===== src/verilog/apso_pkg.sv =====
// Shared constants and types for the actuator pairing and status output block
package apso_pkg;
   localparam int unsigned CLK_HZ        = 50_000_000;
   localparam int unsigned CYC_PER_MS    = CLK_HZ / 1000;
   localparam int unsigned PAIR_HOLD_MS  = 5000;
   localparam int unsigned SLOT_MS       = 150;
   localparam int unsigned INTERCHAR_MS  = 5000;
   localparam int unsigned RETX_MS       = 150;
   localparam int unsigned HALF_SLOT_MS  = SLOT_MS / 2;
   localparam int unsigned FAST_BLINK_MS = 100;
   localparam int unsigned SLOW_BLINK_MS = 500;
   localparam int unsigned FAIL_BLINK_MS = 250;
   localparam int unsigned FAIL_PAUSE_MS = 2000;
   localparam int unsigned MAX_AUTO_PAIR = 3;
   localparam int unsigned MAX_BLANK     = 2;
   localparam int unsigned FAIL_BLINKS   = 6;
   localparam int unsigned STATUS_BITS   = 8;
   localparam int unsigned ID_W          = 32;
   localparam logic [ID_W-1:0] ID_RST    = 32'h0000_0000;

   typedef enum logic [5:0] {
      APSO_P_BOOT   = 6'h01,
      APSO_P_AUTO   = 6'h02,
      APSO_P_WIRED  = 6'h04,
      APSO_P_DONE   = 6'h08,
      APSO_P_FAIL   = 6'h10,
      APSO_P_RUN    = 6'h20
   } apso_pstate_t;

   typedef enum logic [4:0] {
      APSO_S_IDLE  = 5'h01,
      APSO_S_START = 5'h02,
      APSO_S_BIT   = 5'h04,
      APSO_S_RETX  = 5'h08,
      APSO_S_GAP   = 5'h10
   } apso_sstate_t;

   typedef struct packed {
      logic            present;
      logic            in_range;
      logic [ID_W-1:0] code;
      logic            blank;
   } apso_act_t;

   typedef struct packed {
      logic            fast_blink;
      logic            slow_blink;
      logic            red;
      logic            red_on;
   } apso_led_t;
endpackage


===== src/verilog/apso_top.sv =====
// Actuator pairing sequencer, indicator driver and serial status encoder
//
// Contract
// At power-up with actuator present, read its code and start auto pairing.
// Skip storing the code when the actuator is already the paired one.
// Auto pairing finishes after 5 s, then waits for restart.
// At most 3 auto pairings; then only wired pairing on unlimited variant.
// Pairable variant accepts at most two new blank transponders in lifetime.
// Wired setup enters ready-for-programming at power-up, fast blinking.
// Wired pairing stores actuator 5 s after it is detected within 2 mm.
// Slow blink once paired and waiting restart; fast blink while pairing.
// Operator keeps exactly one actuator aligned in range throughout pairing.
// Status output is a pulse train encoding the whole chain status.
// Idle high, 150 ms low start pulse, zero bit rises mid-slot.
// One bit falls at the center of its 150 ms slot.
// At least 5000 ms high between characters; 150 ms high before repeat.
// Leaving range before completion restarts the 5 s timer, no store.
// Exceeded auto pairing count gives failure state, red, six blinks.
`timescale 1ns/1ns
module apso_top (
   input  wire logic                      mclk,
   input  wire logic                      rst_b,
   input  wire logic                      clk_en,
   input  wire logic                      ms_tick,
   input  wire apso_pkg::apso_act_t       act,
   input  wire logic                      wired_cfg,
   input  wire logic                      unlimited_variant,
   input  wire logic                      pairable_variant,
   input  wire logic                      restart,
   input  wire logic [apso_pkg::ID_W-1:0] nv_paired_id,
   input  wire logic [1:0]                nv_auto_count,
   input  wire logic [1:0]                nv_blank_count,
   input  wire logic [apso_pkg::STATUS_BITS-1:0] chain_status,
   input  wire logic                      retransmit,
   output logic                           nv_store,
   output logic [apso_pkg::ID_W-1:0]      nv_store_id,
   output logic                           nv_auto_inc,
   output logic                           nv_blank_inc,
   output logic                           paired,
   output logic                           led_green,
   output logic                           led_red,
   output logic                           pair_fail,
   output logic                           status_out
);
   localparam logic [12:0] PAIR_MS = 13'(apso_pkg::PAIR_HOLD_MS);
   localparam logic [12:0] HALF_MS = 13'(apso_pkg::HALF_SLOT_MS);
   localparam logic [12:0] GAP_MS  = 13'(apso_pkg::INTERCHAR_MS);
   localparam logic [12:0] RETX_MS = 13'(apso_pkg::RETX_MS);
   localparam logic [12:0] SLOT_MS = 13'(apso_pkg::SLOT_MS);

   // Millisecond counter compare used by both machines
   function automatic logic reached(input logic [12:0] cnt,
                                    input logic [12:0] lim);
      reached = (cnt >= lim - 13'h0001);
   endfunction

   // ---------------- Pairing sequencer ----------------
   apso_pkg::apso_pstate_t p_reg, p_next;
   logic [12:0]            pt_reg, pt_next;
   logic                   st_reg, st_next;
   logic [apso_pkg::ID_W-1:0] id_reg, id_next;
   logic                   au_reg, au_next;
   logic                   bl_reg, bl_next;
   logic                   dn_reg, dn_next;
   logic                   blank_bad;

   // Blank refusal is checked at power-up on the auto path and again on auto or wired completion
   assign blank_bad = act.blank && (!pairable_variant ||
                      32'(nv_blank_count) >= apso_pkg::MAX_BLANK);

   always_comb begin
      p_next  = p_reg;
      pt_next = pt_reg;
      st_next = 1'b0;
      id_next = id_reg;
      au_next = 1'b0;
      bl_next = 1'b0;
      dn_next = dn_reg;
      unique case (p_reg)
         apso_pkg::APSO_P_BOOT: begin
            pt_next = 13'h0000;
            if (wired_cfg && unlimited_variant)
               p_next = apso_pkg::APSO_P_WIRED;
            else if (!act.present)
               p_next = apso_pkg::APSO_P_RUN;
            else if (act.code == nv_paired_id) begin
               p_next  = apso_pkg::APSO_P_DONE;
               dn_next = 1'b1;
            end else if (32'(nv_auto_count) >= apso_pkg::MAX_AUTO_PAIR)
               p_next = apso_pkg::APSO_P_FAIL;
            else if (blank_bad)
               p_next = apso_pkg::APSO_P_FAIL;
            else begin
               p_next  = apso_pkg::APSO_P_AUTO;
               id_next = act.code;
            end
         end
         apso_pkg::APSO_P_AUTO, apso_pkg::APSO_P_WIRED: begin
            if (!act.in_range || (p_reg == apso_pkg::APSO_P_AUTO &&
                                  act.code != id_reg))
               pt_next = 13'h0000;
            else if (ms_tick) begin
               if (reached(pt_reg, PAIR_MS) && blank_bad) begin
                  p_next  = apso_pkg::APSO_P_FAIL;
               end else if (reached(pt_reg, PAIR_MS)) begin
                  p_next  = apso_pkg::APSO_P_DONE;
                  // An actuator already on file is not written again
                  st_next = (act.code != nv_paired_id);
                  au_next = (p_reg == apso_pkg::APSO_P_AUTO) && st_next;
                  bl_next = act.blank && st_next;
                  id_next = act.code;
                  dn_next = 1'b1;
               end else
                  pt_next = pt_reg + 13'h0001;
            end
         end
         apso_pkg::APSO_P_DONE: begin
            if (restart)
               p_next = apso_pkg::APSO_P_RUN;
         end
         apso_pkg::APSO_P_FAIL: ;
         apso_pkg::APSO_P_RUN: ;
         default: p_next = apso_pkg::APSO_P_BOOT;
      endcase
   end

   always_ff @(posedge mclk or negedge rst_b) begin
      if (!rst_b) begin
         p_reg  <= apso_pkg::APSO_P_BOOT;
         pt_reg <= 13'h0000;
         st_reg <= 1'b0;
         id_reg <= apso_pkg::ID_RST;
         au_reg <= 1'b0;
         bl_reg <= 1'b0;
         dn_reg <= 1'b0;
      end else if (clk_en) begin
         p_reg  <= p_next;
         pt_reg <= pt_next;
         st_reg <= st_next;
         id_reg <= id_next;
         au_reg <= au_next;
         bl_reg <= bl_next;
         dn_reg <= dn_next;
      end
   end

   assign nv_store     = st_reg;
   assign nv_store_id  = id_reg;
   assign nv_auto_inc  = au_reg;
   assign nv_blank_inc = bl_reg;
   assign paired       = dn_reg;
   assign pair_fail    = (p_reg == apso_pkg::APSO_P_FAIL);

   // ---------------- Indicator ----------------
   // Free-running blink phase; six red flashes then a pause, repeated
   logic [11:0] bt_reg, bt_next;
   logic        bp_reg, bp_next;
   logic [3:0]  fc_reg, fc_next;
   logic [11:0] lim;

   always_comb begin
      bt_next = bt_reg;
      bp_next = bp_reg;
      fc_next = fc_reg;
      unique case (p_reg)
         apso_pkg::APSO_P_DONE: lim = 12'(apso_pkg::SLOW_BLINK_MS);
         apso_pkg::APSO_P_FAIL:
            lim = (fc_reg == 4'(2 * apso_pkg::FAIL_BLINKS)) ?
                  12'(apso_pkg::FAIL_PAUSE_MS) :
                  12'(apso_pkg::FAIL_BLINK_MS);
         default: lim = 12'(apso_pkg::FAST_BLINK_MS);
      endcase
      if (ms_tick) begin
         if (bt_reg >= lim - 12'h001) begin
            bt_next = 12'h000;
            bp_next = ~bp_reg;
            fc_next = (fc_reg == 4'(2 * apso_pkg::FAIL_BLINKS)) ?
                      4'h0 : fc_reg + 4'h1;
         end else
            bt_next = bt_reg + 12'h001;
      end
   end

   always_ff @(posedge mclk or negedge rst_b) begin
      if (!rst_b) begin
         bt_reg <= 12'h000;
         bp_reg <= 1'b0;
         fc_reg <= 4'h0;
      end else if (clk_en) begin
         bt_reg <= bt_next;
         bp_reg <= bp_next;
         fc_reg <= fc_next;
      end
   end

   always_comb begin
      led_green = 1'b0;
      led_red   = 1'b0;
      unique case (p_reg)
         apso_pkg::APSO_P_AUTO, apso_pkg::APSO_P_WIRED,
         apso_pkg::APSO_P_DONE: led_green = bp_reg;
         apso_pkg::APSO_P_FAIL:
            led_red = bp_reg &&
                      fc_reg != 4'(2 * apso_pkg::FAIL_BLINKS);
         apso_pkg::APSO_P_RUN:  led_green = 1'b1;
         default: ;
      endcase
   end

   // ---------------- Status encoder ----------------
   // Each bit slot: first half sets the pre-level, mid-slot edge gives value
   apso_pkg::apso_sstate_t s_reg, s_next;
   logic [12:0] sc_reg, sc_next;
   logic [3:0]  bi_reg, bi_next;
   logic [apso_pkg::STATUS_BITS-1:0] sh_reg, sh_next;
   logic        so_reg, so_next;

   always_comb begin
      s_next  = s_reg;
      sc_next = sc_reg;
      bi_next = bi_reg;
      sh_next = sh_reg;
      so_next = so_reg;
      if (ms_tick) sc_next = sc_reg + 13'h0001;
      unique case (s_reg)
         apso_pkg::APSO_S_IDLE: begin
            so_next = 1'b1;
            s_next  = apso_pkg::APSO_S_START;
            sc_next = 13'h0000;
            sh_next = chain_status;
            bi_next = 4'h0;
            so_next = 1'b0;
         end
         apso_pkg::APSO_S_START:
            if (ms_tick && reached(sc_reg, SLOT_MS)) begin
               s_next  = apso_pkg::APSO_S_BIT;
               sc_next = 13'h0000;
               so_next = sh_reg[0]; // Pre-level is the bit value
            end
         apso_pkg::APSO_S_BIT:
            if (ms_tick && reached(sc_reg, HALF_MS) &&
                sc_reg < HALF_MS) begin
               so_next = ~sh_reg[0];
            end else if (ms_tick && reached(sc_reg, SLOT_MS)) begin
               sc_next = 13'h0000;
               sh_next = sh_reg >> 1;
               bi_next = bi_reg + 4'h1;
               if (bi_reg == 4'(apso_pkg::STATUS_BITS - 1)) begin
                  so_next = 1'b1;
                  s_next  = retransmit ? apso_pkg::APSO_S_RETX
                                       : apso_pkg::APSO_S_GAP;
               end else
                  so_next = sh_reg[1];
            end
         apso_pkg::APSO_S_RETX:
            if (ms_tick && reached(sc_reg, RETX_MS))
               s_next = apso_pkg::APSO_S_IDLE;
         apso_pkg::APSO_S_GAP:
            if (ms_tick && reached(sc_reg, GAP_MS))
               s_next = apso_pkg::APSO_S_IDLE;
         default: s_next = apso_pkg::APSO_S_GAP;
      endcase
   end

   always_ff @(posedge mclk or negedge rst_b) begin
      if (!rst_b) begin
         s_reg  <= apso_pkg::APSO_S_GAP;
         sc_reg <= 13'h0000;
         bi_reg <= 4'h0;
         sh_reg <= '0;
         so_reg <= 1'b1;
      end else if (clk_en) begin
         s_reg  <= s_next;
         sc_reg <= sc_next;
         bi_reg <= bi_next;
         sh_reg <= sh_next;
         so_reg <= so_next;
      end
   end

   assign status_out = so_reg;
endmodule


===== config.mk =====
export PLATFORM = sky130hd
export DESIGN_NAME = apso_top
export DESIGN_NICKNAME = d
export VERILOG_FILES = /design/src/verilog/apso_pkg.sv /design/src/verilog/apso_top.sv
export SDC_FILE = /design/constraint.sdc
export NUM_CORES = 1
export LEC_CHECK = 0
export BUFFER_PORTS_ARGS = -buffer_cell sky130_fd_sc_hd__clkbuf_2
export CORE_MARGIN = 4
export CORE_UTILIZATION = 61
export CTS_CLUSTER_DIAMETER = 150
export DETAILED_ROUTE_END_ITERATION = 10
export GPL_ROUTABILITY_DRIVEN = 0
export PLACE_DENSITY = 0.85
export SYNTH_ARGS = -nofsm -noshare
export SYNTH_HDL_FRONTEND = slang
export SYNTH_SLANG_ARGS = --single-unit

===== constraint.sdc =====
create_clock -name mclk -period 8.76 [get_ports mclk]
set_input_delay 0.438 -clock mclk [delete_from_list [all_inputs] [get_ports mclk]]
set_output_delay 0.438 -clock mclk [all_outputs]
set_load 0.01 [all_outputs]

==> impl_results.rst <==
.. list-table::
   :header-rows: 1

   * - Metric
     - Value
   * - Status
     - finished, final reports clean
   * - Global route total overflow
     - 0
   * - Die height
     - 111.6 um
   * - Router iterations before antenna repair
     - 5
   * - Worst hold-check path type
     - input port to asynchronous set/reset pin
   * - Reg2reg end
     - fc_reg[1]
   * - Number of vias after detailed routing
     - 5655
   * - Syn Nets
     - 779
   * - Total setup buffers inserted after CTS
     - 0
   * - Fraction of the core area covered by cells at the end of the flow
     - 0.7172
   * - Nets
     - 894
   * - Area share of the largest cell type after synthesis
     - 0.3820
   * - Number of vias per cell after detailed routing
     - 6.094
   * - Least setup slack across all paths after layout
     - 4926 ps
   * - Total global-route track usage
     - 0.2672
   * - Class of the most critical setup path
     - flip-flop to flip-flop
   * - Tcrit/Tclk final
     - 0.4377
   * - Number of flops mapped to enable cells by yosys
     - 0
   * - Arrival time reported for the critical path endpoint
     - 4100 ps
   * - Post-synthesis area per instance
     - 9.762 um2
   * - Worst reg-to-reg path cell count
     - 12
   * - DIE WIDTH
     - 111.6 um
   * - Clock tree from TritonCTS
     - yes
   * - Share of layout cells above drive strength 1
     - 0.2276
   * - Main synth FF type
     - sky130_fd_sc_hd__dfrtp_1
   * - Maximum achievable frequency
     - 260.8 MHz
   * - I/O Pins
     - 128
   * - Total leakage power
     - 3.487 nW
   * - Clock Tree Buf Depth
     - 2
   * - Clk Latency, worst-skew pair
     - 380 ps
   * - DRC violation total after the first TritonRoute iteration
     - 344
   * - Final count of pins violating max slew
     - 0
   * - Post-DR wirelength/cell
     - 17.52 um
   * - DP HPWL
     - 12290 um
   * - Number of synthesized register bits
     - 103
   * - Post-CTS clock slew at the launch and capture registers of the worst setup and hold paths
     - 100 ps
   * - Number of buffers created by CTS
     - 9
   * - Max-Cap Viols
     - 0
   * - RSZ-0062 raised after global routing
     - false
   * - Launching element type of the critical path
     - flip-flop
   * - Worst Setup Slack post-DPL
     - 5039 ps
   * - List of most frequent post-synthesis cells
     - sky130_fd_sc_hd__dfrtp_1 (100), sky130_fd_sc_hd__xor2_1 (78), sky130_fd_sc_hd__nor2_1 (55), sky130_fd_sc_hd__nand2_1 (51), sky130_fd_sc_hd__mux2_1 (30)
   * - Worst IR drop on VDD
     - 0.0001743 V
   * - Worst flop-to-flop path startpoint
     - p_reg[1]
   * - Antenna Nets Post-Route
     - 0
   * - Total length of routed wires
     - 16260 um
   * - Post-cts sizing count
     - 0
   * - Count of H-tree levels built during CTS
     - 3
   * - Register area share after synthesis
     - 0.3941
   * - Post-detailed-route DRC marker count
     - 0
   * - Placement row count
     - 37
   * - Maximum clock skew at final layout
     - 9.324 ps
   * - Number of warnings printed during yosys synthesis
     - 0
   * - Hold bufs inserted after CTS
     - 0
   * - Worst rel slew slack
     - 0.2739
   * - Largest register FFs
     - 32
   * - R2R setup slack
     - 4930 ps
   * - Pin count of the biggest net entering global routing
     - 61
   * - Dominant cells by area after synthesis
     - sky130_fd_sc_hd__dfrtp_1 (38%), sky130_fd_sc_hd__xor2_1 (10%), sky130_fd_sc_hd__mux2_1 (5.2%), sky130_fd_sc_hd__mux2_2 (4.1%), sky130_fd_sc_hd__ha_1 (3.8%)
   * - Count of endpoints failing setup in the final report
     - 0
   * - Critical Path Sink
     - fc_reg[1]
   * - Total count of hold-check failures in the final report
     - 0
   * - Area of the core region
     - 10370 um2
   * - Min Clock Period, post-route
     - 3834 ps
   * - Start point of the critical path
     - p_reg[1]
   * - Count of cell types in the netlist
     - 66
   * - Initial antenna violation count
     - 1
   * - IO buf count
     - 126
   * - Wire length of the first global-routing pass
     - 27540 um
   * - Setup TNS
     - 0 ps
   * - Area Overhead vs Synth
     - 13.54%
   * - Die Footprint
     - 12460 um2
   * - Largest driver fanout on the critical path
     - 9
   * - Pin slew with the least headroom to its limit
     - 1089 ps
   * - Cell taking the most area after synthesis
     - sky130_fd_sc_hd__dfrtp_1
   * - Endpoint type of the worst setup path
     - flip-flop
   * - Root buffer cell
     - sky130_fd_sc_hd__clkbuf_8
   * - Mapped Cells
     - 671
   * - Total power divided by cell area
     - 246.5 nW/um2
   * - Vias in the first global route
     - 5911
   * - Critical path required time
     - 9030 ps
   * - Post-synthesis instance area
     - 6550 um2
   * - Asr flop ratio synth
     - 1.000
   * - Most common cell in the netlist
     - sky130_fd_sc_hd__dfrtp_1
   * - Starting utilization of the core area
     - 0.6316
   * - Number of sinks handled by clock tree synthesis
     - 103
   * - Number of filler instances in the final layout
     - 798
worst max-delay path, stage by stage (launching register included):
cell                      delay [ps]
sky130_fd_sc_hd__dfrtp_1         450
sky130_fd_sc_hd__nor2_1          180
sky130_fd_sc_hd__nand2_1         140
sky130_fd_sc_hd__nor2_1          260
sky130_fd_sc_hd__nand2_1         170
sky130_fd_sc_hd__nor2_1          240
sky130_fd_sc_hd__inv_1           100
sky130_fd_sc_hd__ha_1            270
sky130_fd_sc_hd__o21a_1          160
sky130_fd_sc_hd__nor3_1          670
sky130_fd_sc_hd__nor2_1          110
sky130_fd_sc_hd__a21oi_1         550
sky130_fd_sc_hd__mux2_2          400
how the worst min path moves through the flow:
| stage | cells past startpoint | to | startpoint | slack, ps |
|---|---|---|---|---|
| CTS | 1 | bt_reg[8] | rst_b | 60 |
| global placement | 1 | paired | paired | 450 |
| finish | 1 | bt_reg[7] | rst_b | 40 |
| detailed placement | 1 | paired | paired | 460 |
| global route | 1 | fc_reg[3] | rst_b | 80 |
| floorplan | 0 | bi_reg[0] | rst_b | 140 |
cell type report:
class                      instances  area [um2]  share of cell area
timing repair buffer             128       648.1             0.08715
tap                              136       170.2             0.02288
inverter                          23       86.33             0.01161
clock buffer                      13       148.9             0.02002
multi-input combinational        521        3756              0.5050
sequential                       103        2581              0.3471
antenna                            1       2.502           0.0003365
clock inverter                     3       43.79            0.005888
where the power goes:
part,switching [mW],internal [mW]
clock network,0.169,0.141
logic,0.417,0.338
registers,0.161,0.607
total,0.747,1.09
stage by stage:
| step | area, um2 | hold WS (ps) | std cells | total power, mW |
|---|---|---|---|---|
| after floorplan | 6550 | 142.4 | 671 | 1.273 |
| after global placement | 7242 | 445.7 | 911 | 1.471 |
| after detailed placement | 7242 | 456.0 | 911 | 1.522 |
| after CTS | 7435 | 57.83 | 927 | 1.833 |
| after global routing | 7437 | 75.46 | 928 | 1.970 |
| final | 7437 | 35.50 | 928 | 1.833 |
layer usage:
| layer | up-vias | track usage | routed length [um] |
|---|---|---|---|
| li1 | 2650 | - | - |
| met2 | 202 | 0.4652 | 8215 |
| met5 | - | 0 | 0 |
| met4 | 0 | 0.1306 | 654 |
| met1 | 2757 | 0.3054 | 6298 |
| met3 | 46 | 0.06739 | 1087 |
logic make-up after synthesis:
group / after synthesis / share of synthesized area
and+or+nand+nor: 243 / 0.1948
adders and majority gates: 20 / 0.03820
muxes: 61 / 0.1035
AOI/OAI and AO/OA: 107 / 0.1173
other: 1 / 0.0005725
xor gates and xnor gates: 89 / 0.1190
DFF: 103 / 0.3941
buffers and inverters: 47 / 0.03247
placed cells by master (no fill, tap or decap), types with 7 or more instances in the layout:
cell type and count:
sky130_fd_sc_hd__nor2_1 55, sky130_fd_sc_hd__clkbuf_8 10, sky130_fd_sc_hd__dfrtp_1 100, sky130_fd_sc_hd__and2_1 8, sky130_fd_sc_hd__xor2_1 78, sky130_fd_sc_hd__a21oi_1 16, sky130_fd_sc_hd__mux2_2 24, sky130_fd_sc_hd__inv_1 23
sky130_fd_sc_hd__a221o_1 10, sky130_fd_sc_hd__mux2i_1 7, sky130_fd_sc_hd__ha_1 20, sky130_fd_sc_hd__nor4_1 23, sky130_fd_sc_hd__nor3_1 21, sky130_fd_sc_hd__nand2_1 51, sky130_fd_sc_hd__clkbuf_2 125, sky130_fd_sc_hd__a21o_1 8
sky130_fd_sc_hd__nor2b_1 7, sky130_fd_sc_hd__o21ai_0 29, sky130_fd_sc_hd__mux2_1 30, sky130_fd_sc_hd__nand4_1 15, sky130_fd_sc_hd__xnor2_1 11, sky130_fd_sc_hd__nand3_1 20, sky130_fd_sc_hd__and3_1 10
(Power assumes the default switching activity.)
